$ cat src/shared/cmc_regs.svh
// Register offsets, field positions, reset values and timing counts
// Assumes a 32-bit AXI4-Lite register bus with word-aligned registers
`ifndef CMC_REGS_SVH
`define CMC_REGS_SVH

`define CMC_CTRL_OFS      8'h00
`define CMC_CFG2_OFS      8'h04
`define CMC_CONF_OFS      8'h08
`define CMC_TXCTL_OFS     8'h0C
`define CMC_ISTAT_OFS     8'h10
`define CMC_IMASK_OFS     8'h14
`define CMC_ERRCNT_OFS    8'h18

`define CMC_REQ_LSB       8
`define CMC_REQ_MSB       10
`define CMC_STAT_LSB      5
`define CMC_STAT_MSB      7
`define CMC_WAKFILT_BIT   14

`define CMC_TX_REQUEST_FLAG_BIT     0
`define CMC_TX_ABORTED_FLAG_BIT     1

`define CMC_IRQ_WAKE_BIT  0
`define CMC_IRQ_ABORT_BIT 1
`define CMC_IRQ_MODE_BIT  2
`define CMC_IRQ_W         3

`define CMC_IDLE_BITS     11
`define CMC_CTRL_RST      32'h0000_0480
`define CMC_WAKE_FILT_LEN 4

`endif

$ cat src/shared/cmc_pkg.sv
// Types of the operating-mode controller
// Assumes cmc_regs.svh is on the include path
package cmc_pkg;

    typedef enum logic [2:0] {
        CMC_MODE_NORMAL  = 3'h0,
        CMC_MODE_DISABLE = 3'h1,
        CMC_MODE_LOOP    = 3'h2,
        CMC_MODE_LISTEN  = 3'h3,
        CMC_MODE_INIT    = 3'h4,
        CMC_MODE_LALL    = 3'h7
    } cmc_mode_t;

    typedef enum logic [1:0] {
        CMC_AX_IDLE = 2'b01,
        CMC_AX_RESP = 2'b10
    } cmc_ax_t;

    typedef struct packed {
        logic        tx_out;
        logic        tx_oe_n;
        logic        rx_use_pin;
        logic        tx_enable;
        logic        rx_enable;
        logic        loopback;
        logic        err_count_en;
        logic        send_ack_err;
        logic        accept_all;
    } cmc_core_ctl_t;

    typedef struct packed {
        logic [31:0] rdata;
        logic [1:0]  resp;
    } cmc_rd_t;

endpackage

$ cat src/rtl/cmc_mode_ctrl.sv
// CAN operating-mode controller with an AXI4-Lite register slave
// Assumes the frame engine supplies tx_busy, the error strobe and the
// internal transmit bit; the bus receive pin comes from outside and is synchronised
//
// Our own choices: the placing of the registers and register access over AXI4-Lite.
`timescale 1ns/100ps
`include "cmc_regs.svh"

module cmc_mode_ctrl #(
    parameter int unsigned IDLE_BITS = `CMC_IDLE_BITS,
    parameter int unsigned FILT_LEN  = `CMC_WAKE_FILT_LEN
) (
    input  wire logic                  aclk,
    input  wire logic                  aresetn,
    input  wire logic [7:0]            s_axi_awaddr,
    input  wire logic                  s_axi_awvalid,
    output logic                       s_axi_awready,
    input  wire logic [31:0]           s_axi_wdata,
    input  wire logic [3:0]            s_axi_wstrb,
    input  wire logic                  s_axi_wvalid,
    output logic                       s_axi_wready,
    output logic [1:0]                 s_axi_bresp,
    output logic                       s_axi_bvalid,
    input  wire logic                  s_axi_bready,
    input  wire logic [7:0]            s_axi_araddr,
    input  wire logic                  s_axi_arvalid,
    output logic                       s_axi_arready,
    output logic [31:0]                s_axi_rdata,
    output logic [1:0]                 s_axi_rresp,
    output logic                       s_axi_rvalid,
    input  wire logic                  s_axi_rready,
    input  wire logic                  bus_receive_pin,
    output logic                       bus_transmit_pin,
    output logic                       bus_transmit_oe_n,
    output logic                       bus_pins_released,
    input  wire logic                  bit_tick,
    input  wire logic                  core_tx_bit,
    input  wire logic                  tx_busy,
    input  wire logic                  frame_error,
    input  wire logic                  sleep_active,
    output logic                       core_rx_bit,
    output cmc_pkg::cmc_core_ctl_t     core_ctl,
    output logic                       copy_partial_frame,
    output logic                       tx_start,
    output logic                       irq
);
    import cmc_pkg::*;

    localparam logic [2:0] REQ_RST = 3'h4;

    typedef struct packed {
        cmc_ax_t                  wst;
        cmc_ax_t                  rst;
        logic                     awready;
        logic                     wready;
        logic                     bvalid;
        logic [1:0]               bresp;
        logic                     arready;
        logic                     rvalid;
        cmc_rd_t                  rd;
        logic [2:0]               req;
        cmc_mode_t                mode;
        logic                     wake_filter_enable;
        logic [15:0]              conf;
        logic                     tx_request_flag;
        logic                     tx_aborted_flag;
        logic                     tx_wait;
        logic [`CMC_IRQ_W-1:0]    istat;
        logic [`CMC_IRQ_W-1:0]    imask;
        logic [7:0]               err_cnt;
        logic [3:0]               rec_cnt;
        logic                     rx_s1;
        logic                     rx_s2;
        logic [FILT_LEN-1:0]      filt;
        logic                     rx_filt;
        logic                     rx_prev;
        logic                     txp;
        logic                     txoe_n;
        logic                     rel;
        logic                     crx;
        cmc_core_ctl_t            ctl;
        logic                     copy;
        logic                     start;
        logic                     irq;
    } cmc_state_t;

    cmc_state_t st_r;
    cmc_state_t st_nxt;

    function automatic cmc_mode_t decode_req(input logic [2:0] code);
        unique case (code)
            3'h0:    decode_req = CMC_MODE_NORMAL;
            3'h1:    decode_req = CMC_MODE_DISABLE;
            3'h2:    decode_req = CMC_MODE_LOOP;
            3'h3:    decode_req = CMC_MODE_LISTEN;
            3'h7:    decode_req = CMC_MODE_LALL;
            default: decode_req = CMC_MODE_INIT;
        endcase
    endfunction

    function automatic cmc_core_ctl_t mode_ctl(input cmc_mode_t m);
        cmc_core_ctl_t c;
        c = '0;
        c.tx_oe_n = 1'b1;
        c.tx_out  = 1'b1;
        unique case (m)
            CMC_MODE_NORMAL: begin
                c.tx_enable    = 1'b1;
                c.rx_enable    = 1'b1;
                c.rx_use_pin   = 1'b1;
                c.tx_oe_n      = 1'b0;
                c.err_count_en = 1'b1;
                c.send_ack_err = 1'b1;
            end
            CMC_MODE_LISTEN: begin
                c.rx_enable  = 1'b1;
                c.rx_use_pin = 1'b1;
            end
            CMC_MODE_LALL: begin
                c.rx_enable   = 1'b1;
                c.rx_use_pin  = 1'b1;
                c.accept_all  = 1'b1;
            end
            CMC_MODE_LOOP: begin
                c.tx_enable = 1'b1;
                c.rx_enable = 1'b1;
                c.loopback  = 1'b1;
            end
            CMC_MODE_DISABLE, CMC_MODE_INIT:
                c.rx_enable = 1'b0;
            default: c.rx_enable = 1'b0;
        endcase
        mode_ctl = c;
    endfunction

    logic      wr_go;
    logic      rd_go;
    logic      idle_bus;
    logic      recessive;
    logic [`CMC_IRQ_W-1:0] hw_set;
    cmc_mode_t target;
    logic      cfg_ok;
    logic      sw_ok;

    always_comb begin
        st_nxt    = st_r;
        st_nxt.copy  = 1'b0;
        st_nxt.start = 1'b0;
        target   = decode_req(st_r.req);
        cfg_ok   = (st_r.mode == CMC_MODE_INIT);
        wr_go    = st_r.awready && s_axi_awvalid
                   && st_r.wready && s_axi_wvalid;
        rd_go    = st_r.arready && s_axi_arvalid;

        // Receive path: synchroniser then optional wake filter
        st_nxt.rx_s1 = bus_receive_pin;
        st_nxt.rx_s2 = st_r.rx_s1;
        st_nxt.filt  = {st_r.filt[FILT_LEN-2:0], st_r.rx_s2};
        if (st_r.wake_filter_enable &&
            (sleep_active || st_r.mode == CMC_MODE_DISABLE)) begin
            if (&st_r.filt)
                st_nxt.rx_filt = 1'b1;
            else if (~|st_r.filt)
                st_nxt.rx_filt = 1'b0;
        end else begin
            st_nxt.rx_filt = st_r.rx_s2;
        end
        st_nxt.rx_prev = st_r.rx_filt;
        hw_set   = '0;
        hw_set[`CMC_IRQ_WAKE_BIT] = st_r.rx_prev && !st_r.rx_filt
                   && st_r.mode == CMC_MODE_DISABLE;

        // Idle-bus detection: count recessive bits
        recessive = st_r.ctl.loopback ? core_tx_bit : st_r.rx_filt;
        if (bit_tick) begin
            if (!recessive)
                st_nxt.rec_cnt = '0;
            else if (st_r.rec_cnt < 4'(IDLE_BITS))
                st_nxt.rec_cnt = st_r.rec_cnt + 4'h1;
        end
        idle_bus = (st_r.rec_cnt >= 4'(IDLE_BITS));

        // Mode switch
        sw_ok = idle_bus && !(target == CMC_MODE_INIT && tx_busy);
        if (target != st_r.mode && sw_ok) begin
            st_nxt.mode = target;
            hw_set[`CMC_IRQ_MODE_BIT] = 1'b1;
            if (target == CMC_MODE_INIT)
                st_nxt.err_cnt = '0;
            if (target == CMC_MODE_DISABLE && st_r.tx_wait) begin
                st_nxt.tx_wait         = 1'b0;
                st_nxt.tx_request_flag = 1'b0;
                hw_set[`CMC_IRQ_ABORT_BIT] = 1'b1;
            end
        end
        st_nxt.ctl = mode_ctl(st_nxt.mode);

        // Transmit request waits for idle bus before starting
        if (st_r.tx_wait && idle_bus && st_r.ctl.tx_enable
            && target == st_r.mode) begin
            st_nxt.tx_wait = 1'b0;
            st_nxt.start   = 1'b1;
        end
        if (st_r.ctl.err_count_en && frame_error &&
            st_r.err_cnt != 8'hFF)
            st_nxt.err_cnt = st_r.err_cnt + 8'h01;
        if (st_r.ctl.accept_all && frame_error)
            st_nxt.copy = 1'b1;

        // Pins and internal receive
        st_nxt.txp    = st_nxt.ctl.tx_oe_n ? 1'b1 : core_tx_bit;
        st_nxt.txoe_n = st_nxt.ctl.tx_oe_n;
        st_nxt.rel    = !st_nxt.ctl.rx_use_pin &&
                        st_nxt.ctl.tx_oe_n;
        st_nxt.crx    = st_nxt.ctl.loopback ? core_tx_bit
                                            : st_r.rx_filt;

        // AXI write channel
        unique case (st_r.wst)
            CMC_AX_IDLE: begin
                st_nxt.awready = 1'b1;
                st_nxt.wready  = 1'b1;
                if (wr_go) begin
                    st_nxt.awready = 1'b0;
                    st_nxt.wready  = 1'b0;
                    st_nxt.bvalid  = 1'b1;
                    st_nxt.bresp   = 2'b00;
                    st_nxt.wst     = CMC_AX_RESP;
                    unique case (s_axi_awaddr)
                        `CMC_CTRL_OFS: if (s_axi_wstrb[1])
                            st_nxt.req = s_axi_wdata[`CMC_REQ_MSB:`CMC_REQ_LSB];
                        `CMC_CFG2_OFS: if (cfg_ok && s_axi_wstrb[1])
                            st_nxt.wake_filter_enable =
                                s_axi_wdata[`CMC_WAKFILT_BIT];
                        `CMC_CONF_OFS: if (cfg_ok)
                            st_nxt.conf = s_axi_wdata[15:0];
                        `CMC_TXCTL_OFS: if (s_axi_wstrb[0]) begin
                            if (s_axi_wdata[`CMC_TX_REQUEST_FLAG_BIT]) begin
                                st_nxt.tx_request_flag = 1'b1;
                                st_nxt.tx_wait         = 1'b1;
                            end
                            if (s_axi_wdata[`CMC_TX_ABORTED_FLAG_BIT])
                                st_nxt.tx_aborted_flag = 1'b0;
                        end
                        `CMC_ISTAT_OFS: if (s_axi_wstrb[0])
                            st_nxt.istat = st_nxt.istat &
                                ~s_axi_wdata[`CMC_IRQ_W-1:0];
                        `CMC_IMASK_OFS: if (s_axi_wstrb[0])
                            st_nxt.imask = s_axi_wdata[`CMC_IRQ_W-1:0];
                        `CMC_ERRCNT_OFS: st_nxt.bresp = 2'b00;
                        default: st_nxt.bresp = 2'b10;
                    endcase
                end
            end
            CMC_AX_RESP: if (s_axi_bready) begin
                st_nxt.bvalid  = 1'b0;
                st_nxt.awready = 1'b1;
                st_nxt.wready  = 1'b1;
                st_nxt.wst     = CMC_AX_IDLE;
            end
        endcase
        if (st_r.tx_request_flag && st_r.start)
            st_nxt.tx_request_flag = 1'b0;
        // Hardware set wins over a clear in the same cycle
        st_nxt.istat = st_nxt.istat | hw_set;
        st_nxt.tx_aborted_flag |= hw_set[`CMC_IRQ_ABORT_BIT];

        // AXI read channel
        unique case (st_r.rst)
            CMC_AX_IDLE: begin
                st_nxt.arready = 1'b1;
                if (rd_go) begin
                    st_nxt.arready  = 1'b0;
                    st_nxt.rvalid   = 1'b1;
                    st_nxt.rst      = CMC_AX_RESP;
                    st_nxt.rd.resp  = 2'b00;
                    st_nxt.rd.rdata = '0;
                    unique case (s_axi_araddr)
                        `CMC_CTRL_OFS: begin
                            st_nxt.rd.rdata[`CMC_REQ_MSB:`CMC_REQ_LSB] =
                                st_r.req;
                            st_nxt.rd.rdata[`CMC_STAT_MSB:`CMC_STAT_LSB] =
                                st_r.mode;
                        end
                        `CMC_CFG2_OFS: st_nxt.rd.rdata[`CMC_WAKFILT_BIT] =
                            st_r.wake_filter_enable;
                        `CMC_CONF_OFS: st_nxt.rd.rdata[15:0] = st_r.conf;
                        `CMC_TXCTL_OFS: begin
                            st_nxt.rd.rdata[`CMC_TX_REQUEST_FLAG_BIT] =
                                st_r.tx_request_flag;
                            st_nxt.rd.rdata[`CMC_TX_ABORTED_FLAG_BIT] =
                                st_r.tx_aborted_flag;
                        end
                        `CMC_ISTAT_OFS:
                            st_nxt.rd.rdata[`CMC_IRQ_W-1:0] = st_r.istat;
                        `CMC_IMASK_OFS:
                            st_nxt.rd.rdata[`CMC_IRQ_W-1:0] = st_r.imask;
                        `CMC_ERRCNT_OFS: st_nxt.rd.rdata[7:0] = st_r.err_cnt;
                        default: st_nxt.rd.resp = 2'b10;
                    endcase
                end
            end
            CMC_AX_RESP: if (s_axi_rready) begin
                st_nxt.rvalid  = 1'b0;
                st_nxt.arready = 1'b1;
                st_nxt.rst     = CMC_AX_IDLE;
            end
        endcase

        st_nxt.irq = |(st_nxt.istat & st_nxt.imask);
    end

    always_ff @(posedge aclk) begin
        if (!aresetn) begin
            st_r                    <= '0;
            st_r.wst                <= CMC_AX_IDLE;
            st_r.rst                <= CMC_AX_IDLE;
            st_r.req                <= REQ_RST;
            st_r.mode               <= CMC_MODE_INIT;
            st_r.rx_s1              <= 1'b1;
            st_r.rx_s2              <= 1'b1;
            st_r.filt               <= '1;
            st_r.rx_filt            <= 1'b1;
            st_r.rx_prev            <= 1'b1;
            st_r.txp                <= 1'b1;
            st_r.txoe_n             <= 1'b1;
            st_r.rel                <= 1'b1;
            st_r.crx                <= 1'b1;
            st_r.ctl                <= '0;
            st_r.ctl.tx_out         <= 1'b1;
            st_r.ctl.tx_oe_n        <= 1'b1;
        end else begin
            st_r <= st_nxt;
        end
    end

    assign s_axi_awready      = st_r.awready;
    assign s_axi_wready       = st_r.wready;
    assign s_axi_bvalid       = st_r.bvalid;
    assign s_axi_bresp        = st_r.bresp;
    assign s_axi_arready      = st_r.arready;
    assign s_axi_rvalid       = st_r.rvalid;
    assign s_axi_rdata        = st_r.rd.rdata;
    assign s_axi_rresp        = st_r.rd.resp;
    assign bus_transmit_pin   = st_r.txp;
    assign bus_transmit_oe_n  = st_r.txoe_n;
    assign bus_pins_released  = st_r.rel;
    assign core_rx_bit        = st_r.crx;
    assign core_ctl           = st_r.ctl;
    assign copy_partial_frame = st_r.copy;
    assign tx_start           = st_r.start;
    assign irq                = st_r.irq;

endmodule // cmc_mode_ctrl

$ cat config.mk
export PLATFORM = sky130hd
export DESIGN_NAME = cmc_mode_ctrl
export DESIGN_NICKNAME = d
export VERILOG_FILES = /design/src/shared/cmc_pkg.sv /design/src/rtl/cmc_mode_ctrl.sv
export VERILOG_INCLUDE_DIRS = /design/src /design/src/shared
export SDC_FILE = /design/constraint.sdc
export NUM_CORES = 1
export LEC_CHECK = 0
export BUFFER_PORTS_ARGS = -buffer_cell sky130_fd_sc_hd__clkbuf_2
export CAP_MARGIN = 25
export CORE_MARGIN = 1.5
export CORE_UTILIZATION = 50
export CTS_BUF_LIST = sky130_fd_sc_hd__clkbuf_8 sky130_fd_sc_hd__clkbuf_16
export CTS_CLUSTER_DIAMETER = 80
export DETAILED_ROUTE_END_ITERATION = 7
export GPL_ROUTABILITY_DRIVEN = 0
export PLACE_DENSITY = 0.77
export SLEW_MARGIN = 20
export SYNTH_ARGS = -nofsm -noshare
export SYNTH_HDL_FRONTEND = slang
export SYNTH_SLANG_ARGS = --single-unit
$ cat constraint.sdc
create_clock -name aclk -period 6.9 [get_ports aclk]
set_input_delay 1.38 -clock aclk [delete_from_list [all_inputs] [get_ports aclk]]
set_output_delay 1.38 -clock aclk [all_outputs]
set_load 0.05 [all_outputs]
Word level (Yosys, flattened, before mapping)
Index checks and enable logic that the tools add are counted.

$add $sub $neg: 2. $mul: 0. Div/mod/pow operators: 0. Order comparisons: 2. Equal/unequal tests: 36. Shift operators: 0. Multiplexer cells: 61. Bitwise gates (word level): 6. Reductions and logical operators: 49.

Operator list (number): 8-bit by 5-bit == test with 1-bit output, second input constant (6); 36-bit 2-to-1 mux (1); 8-bit by 4-bit == test with 1-bit output, second input constant (4); 3-bit 2-to-1 mux (9); 8-bit 2-to-1 mux (3); 1-bit 2-to-1 mux (23); 1-bit logical AND (20); 2-bit 2-to-1 mux (9); 9-bit 2-to-1 mux (2); 8-bit by 3-bit == test with 1-bit output, second input constant (2); 8-bit zero test (2); 2-bit one-hot mux with 2 select lines (4); 4-bit AND reduction (4); 3-bit one-hot mux with 5 select lines (1); 2-bit AND reduction (7); 7-bit OR reduction (2); 3-bit by 2-bit == test with 1-bit output, second input constant (4); 3-bit == test, second input constant (4); 3-bit one-hot mux with 2 select lines (2); 2-bit one-hot mux with 5 select lines (1); 3-bit by 1-bit == test with 1-bit output, second input constant (3); 3-bit one-hot mux with 3 select lines (1); 8-bit by 1-bit adder with 8-bit output, second input constant (1); 4-bit 2-to-1 mux (2); 26 further kinds (39).

Register bits after elaboration: 96. Bits in latches: 0. Bits in writable memories: 0. ROM bits: 0. Input port bits: 65. Output and inout bits: 57. Logic and storage cells: 197. Memories: 0.

Longest topological paths before layout
Gate-level depths: netlist of the first run.

Depth after elaboration: 17. Depth in mapped cells: 8. Gate-level depth less buffers: 8.

Worst setup path before layout of the first run
OpenSTA, ideal clock, no wires.

Path kind: input to register. From: input port s_axi_awaddr[0]. To: register st_r[55] (netlist bit). Setup time: 0.128 ns. Data arrival time: 3.581 ns. Required time: 6.772 ns. Setup slack: 3.191 ns. Stages: 7. Buffers on the path: 2. Path through: or4_1 or4_1 buf_2 nor4_2 buf_6 mux2i_1 nor2_1.

Cells in the longest elaborated chain, start to end: 2.

Ends and longest elaborated chain: start: declaration (RTL line cmc_mode_ctrl.sv:15) `input wire logic [7:0] s_axi_awaddr,`; 8-bit by 4-bit == test with 1-bit output (RTL line cmc_mode_ctrl.sv:229) `unique case (s_axi_awaddr)`; 4-bit AND reduction (no line); end signal: assignment (RTL line cmc_mode_ctrl.sv:333) `st_r <= st_nxt;`; end: declaration (RTL line cmc_mode_ctrl.sv:87) `cmc_state_t st_r;`.

No other way between the ends. A chain may end at the register's enable or synchronous reset.

Worst setup path in the final report of the first run
From: input port s_axi_awaddr[0]. To: register st_r, in the netlist irq.

Cells in the longest elaborated chain, start to end: 7. Elaborated cells on any way between the ends: 9. Those cells by class: 2 x eq/ne; 4 x mux; 2 x bitwise; 1 x reduce/logical.

Ends and longest elaborated chain: 8-bit by 5-bit == test with 1-bit output (RTL line cmc_mode_ctrl.sv:229); 3-bit 2-to-1 mux (RTL line cmc_mode_ctrl.sv:229); 9-bit 2-to-1 mux * (RTL line cmc_mode_ctrl.sv:223) `if (wr_go) begin`; 9-bit 2-to-1 mux * (RTL line cmc_mode_ctrl.sv:219) `unique case (st_r.wst)`; 3-bit OR (RTL line cmc_mode_ctrl.sv:265) `st_nxt.istat = st_nxt.istat | hw_set;`; 3-bit AND * (RTL line cmc_mode_ctrl.sv:310) `st_nxt.irq = |(st_nxt.istat & st_nxt.imask);`; 3-bit OR reduction * (RTL line cmc_mode_ctrl.sv:310).

Mark *: on every way between the ends. The rest lies on a longest branch, timed or not.

==> metrics.yaml, run 1 <==
outcome:
  status: "finished, final reports clean"
timing:
  rsz0062_at_grt: "no"
  max_slew_margin: 0.4257
  worst_pin_slew_ps: 853.6
  setup_violations: 0
  maxSlewViolCount: 0
  finalHoldViolations: 0
  holdWs_ps: 415.9
  post-route-min-period_ps: 3586
  final.period_utilization: 0.5197
  fmax_mhz: 278.8
  fin_skew_ps: 10.71
  tns_ps: 0
global_route:
  antenna_found_initial: 0
  grt_max_degree: 37
  grt_overflow: 0
  track_usage: 0.2084
  grt_pass1_wl_mm: 14.79
  grt_pass1_vias: 3166
setup_path:
  arrival_ps: 3840
  crit_required_ps: 7150
  cp_slowest_cell: "or4b_1"
  path_class: "input port to flip-flop"
  cpPeakStageDelay_ps: 660
  startpoint_type: "input port"
  cp_common_cell: "or4_1"
  crit_chain: "clkbuf_2 > or4_1 > or4_1 > or4b_1 > mux2i_1 > nor2_1 > a221o_1"
  end_kind: "flip-flop"
  path_max_fanout: 9
synthesis:
  synth_area_sq_mm: 0.004252
  synth-edff-count: 0
  ys_warn_count: 0
  synth_compound_area_frac: 0.1495
  synth.yosys.seq_area_share: 0.4285
  async_flop_share: 0
  synth_cells: 503
  synth_top_family_by_area: "simple AND/OR/NAND/NOR gates"
  avgSynthCellArea_sq_um: 8.452
  synth-simple-area-share: 0.2128
  synth.area.mux_share: 0.08122
  synthAdderAreaFrac: 0.005886
  yosys_register_bits: 91
  synth_flop_cell: "dfxtp_1"
  synth_xor_xnor_area_share: 0.004120
  netlist-cell-type-count: 54
power_and_ir_drop:
  p_leak_nw: 1.887
  comb_power_share: 0.095
  p_sw_frac: 0.2551
  p_seq_frac: 0.513
  ir_worst_vdd_v: 0.0001176
  switching_power_w: 0.0002691
  p_int_w: 0.0007859
  p_per_area_mw_per_mm2: 225.6
  pwr-share-clk: 0.391
final_layout:
  fillerInstances: 759
  layout.nets: 613
  final_cell_mix: "91 x dfxtp_1, 84 x clkbuf_2, 59 x nor2_1, 47 x nand2_1, 30 x mux2i_1"
  n_antenna_cell: 0
  layout-drive-gt1-share: 0.1978
  syn_to_final_growth_pct: 9.976
  fin_cells: 656
  postLayoutCellArea_sq_mm: 0.004676
  final_util: 0.5691
  layout_commonest_cell: "dfxtp_1"
detailed_routing:
  drt-pass1-iter-count: 4
  drtIter0Drc: 197
  ant_nets: 0
  wl_per_cell_microns: 13.82
  num_vias: 3575
  routed_wl_mm: 9.064
  drc: 0
  via_per_inst: 5.450
floorplan:
  die_h_microns: 95.21
  io_pins: 122
  die-area_sq_mm: 0.009065
  fp.dieW_microns: 95.21
  start_util: 0.5174
  fp.coreArea_sq_mm: 0.008217
  placementRows: 33
clocking:
  clk_pin_slew_worst_paths_ps: 90
  cts_root_buf: "clkbuf_8"
  cts_inserted_buffers: 9
  cts.sinks: 91
  postCtsHoldBufs: 0
  htree_levels: 3
  postCtsSetupBuffers: 0
  cts_buffer_depth: 2
  post_cts_resized: 0
  clk_latency_ps: 360
  tritoncts: "built"
flow_run:
  drv_cap: 0
placement:
  place_hpwl_mm: 6.685
  port_buffers: 84
  placed_area_sq_mm: 0.004442
  place_inst: 640
min_path:
  hold_path_class: "flip-flop to flip-flop"
## flip-flops by register name, indices dropped and copies added (netlist names)
register / cells
st_r: 50
s_axi_rdata: 16
core_ctl: 7
st_nxt: 6
bus_pins_released: 1
bus_transmit_pin: 1
copy_partial_frame: 1
core_rx_bit: 1
irq: 1
s_axi_arready: 1
s_axi_awready: 1
s_axi_bresp: 1
s_axi_bvalid: 1
s_axi_rresp: 1
s_axi_rvalid: 1
tx_start: 1
## Yosys cell counts (4+ instances only)
library cell / number / share of area
a211oi_1: 4 / 0.0071
a21oi_1: 28 / 0.033
a22oi_1: 7 / 0.012
a31oi_1: 12 / 0.018
buf_4: 46 / 0.081
clkbuf_1: 19 / 0.017
dfxtp_1: 91 / 0.43
inv_1: 12 / 0.011
mux2_2: 4 / 0.011
mux2i_1: 30 / 0.071
nand2_1: 47 / 0.041
nand2b_1: 11 / 0.016
nand3_1: 19 / 0.022
nand4_1: 5 / 0.0074
nor2_1: 59 / 0.052
nor2b_1: 6 / 0.0088
nor3_1: 10 / 0.012
o21ai_0: 26 / 0.031
or3_1: 8 / 0.012
## cell type report
type	instances	area, sq um	share of cell area
clock buffers	11	151.4	0.03238
clock inverters	5	82.58	0.01766
inverters	12	45.04	0.009633
multi-input cells	346	2008	0.4295
flip-flops and latches	91	1822	0.3896
well taps	105	131.4	0.02810
repair buffers	86	435.4	0.09312
## power groups by stage
stage                     registers (W)  clock network (W)   logic, W
after floorplan                0.000559                  0  0.0000773
after global placement         0.000553                  0  0.0000988
after detailed placement       0.000554                  0   0.000101
after CTS                      0.000541           0.000420   0.000101
after global routing           0.000543           0.000444   0.000109
final                          0.000541           0.000413   0.000101
## stage by stage
| stage | total power [W] | worst slack (ps) |
|---|---|---|
| floorplan | 0.0006368 | 3191 |
| global placement | 0.0006518 | 2975 |
| detailed placement | 0.0006541 | 2980 |
| CTS | 0.001063 | 3348 |
| global route | 0.001096 | 3276 |
| finish | 0.001055 | 3314 |
## layer usage
metal / global-route usage / routed length [microns]
met1: 0.2730 / 4103
met2: 0.3363 / 4416
met3: 0.04705 / 430
met4: 0.07214 / 114
met5: 0 / 0
## critical path, delay by kind of cell
kind	cells	cell delay (ps)
and+or+nand+nor	4	1840
AOI/OAI and AO/OA	1	360
muxes	1	190
buffers and inverters	1	70
## cell families after synthesis
kind of cell,after synthesis
and+or+nand+nor,187
adders and majority gates,2
xor gates and xnor gates,2
buffers and inverters,83
other,2
AOI/OAI and AO/OA,102
muxes,34
DFF,91
## path summary, 6_finish.rpt
| kind | start | end | slack (ps) | cells after the start |
|---|---|---|---|---|
| worst min-delay path | st_nxt[22] | st_nxt[18] | 420 | 1 |
| worst max-delay path | s_axi_awaddr[0] | irq | 3310 | 7 |
| worst min register to register | st_nxt[22] | st_nxt[18] | 420 | 1 |
| worst max register to register | s_axi_awready | irq | 4230 | 6 |
Note: power is estimated with default switching activity, not from simulation.
==> run 2, diff against run 1 <==
--- a/config.mk
+++ b/config.mk
@@ -6,6 +6,7 @@
 export SDC_FILE = /design/constraint.sdc
 export NUM_CORES = 1
 export LEC_CHECK = 0
+export ABC_AREA = 1
 export BUFFER_PORTS_ARGS = -buffer_cell sky130_fd_sc_hd__clkbuf_2
 export CAP_MARGIN = 25
 export CORE_MARGIN = 1.5
==> constraint.sdc (replaced) <==
create_clock -name aclk -period 3.3 [get_ports aclk]
set_input_delay 0.66 -clock aclk [delete_from_list [all_inputs] [get_ports aclk]]
set_output_delay 0.66 -clock aclk [all_outputs]
set_load 0.05 [all_outputs]
==> run 2 against run 1 <==
  * Combinational power grew to 2.7 times the previous value
  * Global-route usage is 0.43 points higher
  * Routed wire length is 9.2% higher
  * Via count is 10% higher
  * Power is 100% higher
  * Count of clock-buffer cells in the layout is 2 lower
  * Sequential share of layout area is 1.0 points lower
  * Die area is 3.0% higher
  * Non-clock buffer count is 2 higher
  * Area after synthesis is 3.1% higher
  * Worst setup slack worse by 1900 ps
  * Critical path type is now flip-flop to flip-flop
  * Largest cell class unchanged
==> metrics.yaml, run 2 <==
outcome:
  status: "finished, final reports clean"
setup_path:
  r2r_slack_ps: 1380
  path_max_fanout: 17
  worst-path-stages: 4
  cp_slowest_cell: "nand3_1"
  rr_startpoint: "st_r[64]"
  crit_buf_inv: 0
  reg2reg_depth: 4
  crit_end: "st_r[45]"
  path_class: "flip-flop to flip-flop"
  crit_family: "simple AND/OR/NAND/NOR gates"
  crit_required_ps: 3600
  startpoint: "st_r[64]"
  crit_chain: "nand3_1 > nor2_4 > o21ai_0 > a21oi_1"
  cpPeakStageDelay_ps: 560
  startpoint_type: "flip-flop"
  r2r-end: "st_r[45]"
  end_kind: "flip-flop"
  arrival_ps: 2210
final_layout:
  layout_commonest_cell: "nand2_1"
  final_cell_mix: "108 x nand2_1, 91 x dfxtp_1, 84 x clkbuf_2, 65 x nor2_1, 63 x inv_1"
  syn_to_final_growth_pct: 9.589
  top_register: "st_r"
  n_antenna_cell: 0
  fillerInstances: 778
  postLayoutCellArea_sq_mm: 0.004805
  layout.nets: 725
  largest_reg_flops: 50
  layout-drive-gt1-share: 0.2127
global_route:
  grt_pass1_vias: 3593
  track_usage: 0.2126
  grt_overflow: 0
  antenna_found_initial: 0
  grt_pass1_wl_mm: 16.48
  grt_max_degree: 28
detailed_routing:
  ant_nets: 0
  drtIter0Drc: 238
  num_vias: 3947
  via_per_inst: 5.139
  wl_per_cell_microns: 12.88
  routed_wl_mm: 9.895
  drc: 0
  drt-pass1-iter-count: 4
power_and_ir_drop:
  power_w: 0.002158
  p_int_w: 0.001541
  comb_power_share: 0.126
  p_per_area_mw_per_mm2: 449.2
  ir_worst_vdd_v: 0.0002210
  p_seq_frac: 0.531
  switching_power_w: 0.0006178
  p_sw_frac: 0.2862
  pwr-share-clk: 0.343
  p_leak_nw: 2.225
timing:
  worst_pin_slew_ps: 750.5
  fmax_mhz: 521.9
  setup_violations: 0
  rsz0062_at_grt: "no"
  tns_ps: 0
  post-route-min-period_ps: 1916
  fin_skew_ps: 11.00
  finalHoldViolations: 0
  fin_ws_ps: 1384
  maxSlewViolCount: 0
  final.period_utilization: 0.5806
  max_slew_margin: 0.4983
synthesis:
  synth.yosys.seq_area_share: 0.4155
  synth-edff-count: 0
  ys_warn_count: 0
  avgSynthCellArea_sq_um: 7.271
  synth_top_area_cell: "dfxtp_1"
  netlist-cell-type-count: 35
  synthTopCellsByArea: "dfxtp_1 42%, nand2_1 9.2%, buf_4 8.0%, nand3_1 5.9%, nor2_1 5.6%"
  synth_flop_cell: "dfxtp_1"
  async_flop_share: 0
  synth_top_cell_area_share: 0.4155
  synth_cells: 603
  yosys_register_bits: 91
  synth_common_cells: "108 x nand2_1, 91 x dfxtp_1, 65 x nor2_1"
  synth.most_common_cell: "nand2_1"
  synth_area_sq_mm: 0.004384
placement:
  port_buffers: 84
  placed_area_sq_mm: 0.004613
  place_hpwl_mm: 7.472
  place_ws_ps: 1066
clocking:
  tritoncts: "built"
  postCtsSetupBuffers: 0
  clk_pin_slew_worst_paths_ps: 80
  cts_inserted_buffers: 9
  cts_root_buf: "clkbuf_8"
  cts.sinks: 91
  htree_levels: 3
  clk_latency_ps: 360
  post_cts_resized: 0
  cts_buffer_depth: 2
  postCtsHoldBufs: 0
floorplan:
  io_pins: 122
  fp.dieW_microns: 96.64
  die_h_microns: 96.64
  placementRows: 33
  die-area_sq_mm: 0.009339
  start_util: 0.5257
  fp.coreArea_sq_mm: 0.008341
flow_run:
  drv_cap: 0
min_path:
  hold_path_class: "flip-flop to flip-flop"
[run 2: cell count changes after synthesis, sizes merged, moves of 8 or more]
cell | previous run | this run
clkbuf | 19 | 10
o21ai | 27 | 44
nand3 | 19 | 54
inv | 12 | 65
nand2b | 11 | 0
a31oi | 12 | 1
a21oi | 28 | 40
nor2 | 59 | 73
or3 | 8 | 0
nor3 | 10 | 36
nand2 | 47 | 111
mux2i | 30 | 0
[run 2: final cells by class]
| class | instances | area, sq um | share of cell area |
|---|---|---|---|
| clock buffer | 9 | 123.9 | 0.02578 |
| multi-input combinational | 403 | 1966 | 0.4091 |
| clock inverter | 7 | 67.56 | 0.01406 |
| timing repair buffer | 88 | 450.4 | 0.09375 |
| tap | 105 | 131.4 | 0.02734 |
| sequential | 91 | 1822 | 0.3792 |
| inverter | 65 | 244.0 | 0.05078 |
[run 2: cell families (layout without fill, tap and decap cells)]
kind of cell             after synthesis  in the layout  synth area share
XOR/XNOR                               1              1          0.001998
other                                  2             19          0.001713
AND/OR/NAND/NOR                      291            291            0.3136
AO/OA/AOI/OAI                         90             90            0.1107
buffers and inverters                126            169            0.1507
flip-flops                            91             91            0.4155
adder cells (fa/ha/maj)                2              2          0.005707
[run 2: power groups by stage]
stage | combinational [W] | sequential (W) | clock (W)
final | 0.000273 | 0.00115 | 0.000740
after detailed placement | 0.000272 | 0.00117 | 0
after global routing | 0.000295 | 0.00115 | 0.000799
after floorplan | 0.000226 | 0.00118 | 0
after CTS | 0.000273 | 0.00115 | 0.000751
after global placement | 0.000267 | 0.00117 | 0
[run 2: how the worst min path moves through the flow]
stage	start	endpoint	slack, ps	cells past startpoint
2_1_floorplan	st_nxt[22]	st_nxt[18]	390	1
3_3_place_gp	st_nxt[22]	st_nxt[18]	390	1
3_5_place_dp	st_nxt[22]	st_nxt[18]	400	1
4_1_cts	st_nxt[22]	st_nxt[18]	420	1
5_1_grt	st_nxt[22]	st_nxt[18]	440	1
6_report	st_nxt[22]	st_nxt[18]	420	1
[run 2: layer usage]
metal  global-route usage  up-vias  routed length, microns  share of wire
met5                    0        -                       0              0
met4              0.06800        0                     156          0.016
met3              0.04408       15                     584          0.059
met2               0.3642      135                    4710           0.48
met1               0.2673     1797                    4443           0.45
li1                     -     2000                       -              -
[run 2: through the flow]
step / std cells / util / hold slack, ps
6_report: 768 / 0.5761 / 420.1
5_1_grt: 768 / 0.5761 / 435.5
3_5_place_dp: 752 / 0.5531 / 402.3
3_3_place_gp: 752 / 0.5531 / 394.1
2_1_floorplan: 620 / - / 392.5
4_1_cts: 768 / 0.5761 / 422.9
==> run 3, diff against run 2 <==
--- a/config.mk
+++ b/config.mk
@@ -6,7 +6,7 @@
 export SDC_FILE = /design/constraint.sdc
 export NUM_CORES = 1
 export LEC_CHECK = 0
-export ABC_AREA = 1
+export ABC_AREA = 0
 export BUFFER_PORTS_ARGS = -buffer_cell sky130_fd_sc_hd__clkbuf_2
 export CAP_MARGIN = 25
 export CORE_MARGIN = 1.5
==> constraint.sdc (replaced) <==
create_clock -name aclk -period 2 [get_ports aclk]
set_input_delay 0.4 -clock aclk [delete_from_list [all_inputs] [get_ports aclk]]
set_output_delay 0.4 -clock aclk [all_outputs]
set_load 0.05 [all_outputs]
==> run 3 against run 2 <==
  * The flow now finishes with violations (setup timing)
  * Critical endpoint is now irq
  * First-iteration DRC count shrank 8.4%
  * Final area increased by 4.0%
  * Die area fell by 2.9%
  * Highest routed layer unchanged
  * Hold slack lost 200 ps
  * Via count decreased by 4.0%
  * Critical path depth is 3 higher
  * Non-clock buffer count is 36 higher
  * Power is 58% higher
  * Global-route usage up 1.5 points
  * Sequential share of layout area fell by 1.3 points
==> metrics.yaml, run 3 (synthesis results as in run 1) <==
global_route:
  grt_pass1_wl_mm: 16.01
  antenna_found_initial: 0
  grt_pass1_vias: 3506
  grt_max_degree: 21
  grt_overflow: 0
  track_usage: 0.2273
final_layout:
  layout-drive-gt1-share: 0.2699
  fillerInstances: 729
  postLayoutCellArea_sq_mm: 0.004996
  final_cell_mix: "86 x dfxtp_1, 84 x clkbuf_2, 59 x nor2_1, 47 x nand2_1, 38 x buf_4"
  layout.nets: 651
  largest_reg_flops: 50
  n_antenna_cell: 0
  top_register: "st_r"
  final_util: 0.6080
  layout_commonest_cell: "dfxtp_1"
  syn_to_final_growth_pct: 17.51
detailed_routing:
  routed_wl_mm: 10.18
  ant_nets: 0
  num_vias: 3790
  wl_per_cell_microns: 14.66
  drt-pass1-iter-count: 7
  drtIter0Drc: 218
  drc: 0
  via_per_inst: 5.461
setup_path:
  arrival_ps: 2560
  startpoint_type: "input port"
  path_max_fanout: 4
  path_class: "input port to flip-flop"
  cpPeakStageDelay_ps: 540
  crit_required_ps: 2250
  crit_chain: "clkbuf_2 > or4_1 > or4_4 > or4b_4 > mux2i_1 > nor2_1 > a221o_1"
  cp_slowest_cell: "or4b_4"
  end_kind: "flip-flop"
floorplan:
  io_pins: 122
  fp.dieW_microns: 95.21
  die_h_microns: 95.21
  placementRows: 33
  start_util: 0.5174
  fp.coreArea_sq_mm: 0.008217
  die-area_sq_mm: 0.009065
min_path:
  hold_path_class: "input port to flip-flop"
outcome:
  status: "finished, violations left"
  violations: "setup timing"
flow_run:
  drv_cap: 0
placement:
  placed_area_sq_mm: 0.004733
  place_hpwl_mm: 7.625
  port_buffers: 84
timing:
  holdWs_ps: 219.4
  fin_skew_ps: 10.41
  maxSlewViolCount: 0
  finalHoldViolations: 0
  rsz0062_at_grt: "yes"
  post-route-min-period_ps: 2317
  final.period_utilization: 1.158
  setup_violations: 17
  fin_ws_ps: -316.5
  fmax_mhz: 431.7
clocking:
  clk_latency_ps: 360
  cts_root_buf: "clkbuf_8"
  cts.sinks: 91
  postCtsSetupBuffers: 0
  cts_buffer_depth: 2
  tritoncts: "built"
  cts_inserted_buffers: 9
  htree_levels: 3
  clk_pin_slew_worst_paths_ps: 90
power_and_ir_drop:
  p_leak_nw: 2.058
  ir_worst_vdd_v: 0.0004044
  p_per_area_mw_per_mm2: 684.3
-- run 3: cell type report --
cell class	count	area, sq um	area share
Clock buffer	9	123.9	0.02479
Clock inverter	7	61.31	0.01227
Inverter	12	45.04	0.009016
Timing Repair Buffer	124	750.7	0.1503
Multi-Input combinational cell	346	2056	0.4115
Sequential cell	91	1828	0.3659
Tap cell	105	131.4	0.02630
-- run 3: layer usage --
metal | vias up | global-route usage | share of wire
li1 | 1865 | - | -
met1 | 1785 | 0.2869 | 0.44
met2 | 123 | 0.3753 | 0.49
met3 | 17 | 0.04944 | 0.054
met4 | 0 | 0.09080 | 0.017
met5 | - | 0 | 0
-- run 3: critical path, delay by kind of cell --
| kind | cells | cell delay [ps] |
|---|---|---|
| muxes | 1 | 190 |
| and+or+nand+nor | 4 | 1550 |
| AOI/OAI and AO/OA | 1 | 340 |
| buffers and inverters | 1 | 80 |
-- run 3: what timing repair did --
| item | CTS | global route |
|---|---|---|
| hold endpoints to repair | 0 | 0 |
| pin swaps | 3 | 1 |
| gates cloned | 1 | 0 |
| hold buffers | 0 | 0 |
| gates resized for setup | 3 | 10 |
| setup endpoints to repair | 22 | 28 |
-- run 3: final timing paths --
check	start	to	slack, ps	depth (start not counted)
max	s_axi_awaddr[0]	irq	-320	7
min	bus_receive_pin	st_nxt[22]	220	2
max reg2reg	s_axi_awready	irq	-220	6
min reg2reg	st_nxt[22]	st_nxt[18]	420	1
-- run 3: stage by stage --
| stage | worst slack, ps | instances | TNS, ps | power, W |
|---|---|---|---|---|
| global placement | -723.5 | 677 | -11370 | 0.002279 |
| global route | -356.2 | 694 | -2659 | 0.003565 |
| CTS | -313.9 | 694 | -1956 | 0.003446 |
| finish | -316.5 | 694 | -1855 | 0.003419 |
| detailed placement | -816.5 | 677 | -12390 | 0.002289 |
| floorplan | -715.7 | 520 | -10050 | 0.002198 |
-- run 3: power breakdown --
group | internal, W | switching (W) | total, W
Combinational | 0.000114 | 0.000271 | 0.000385
Clock | 0.000473 | 0.000695 | 0.00117
Sequential | 0.00184 | 0.0000226 | 0.00187
Total | 0.00243 | 0.000988 | 0.00342
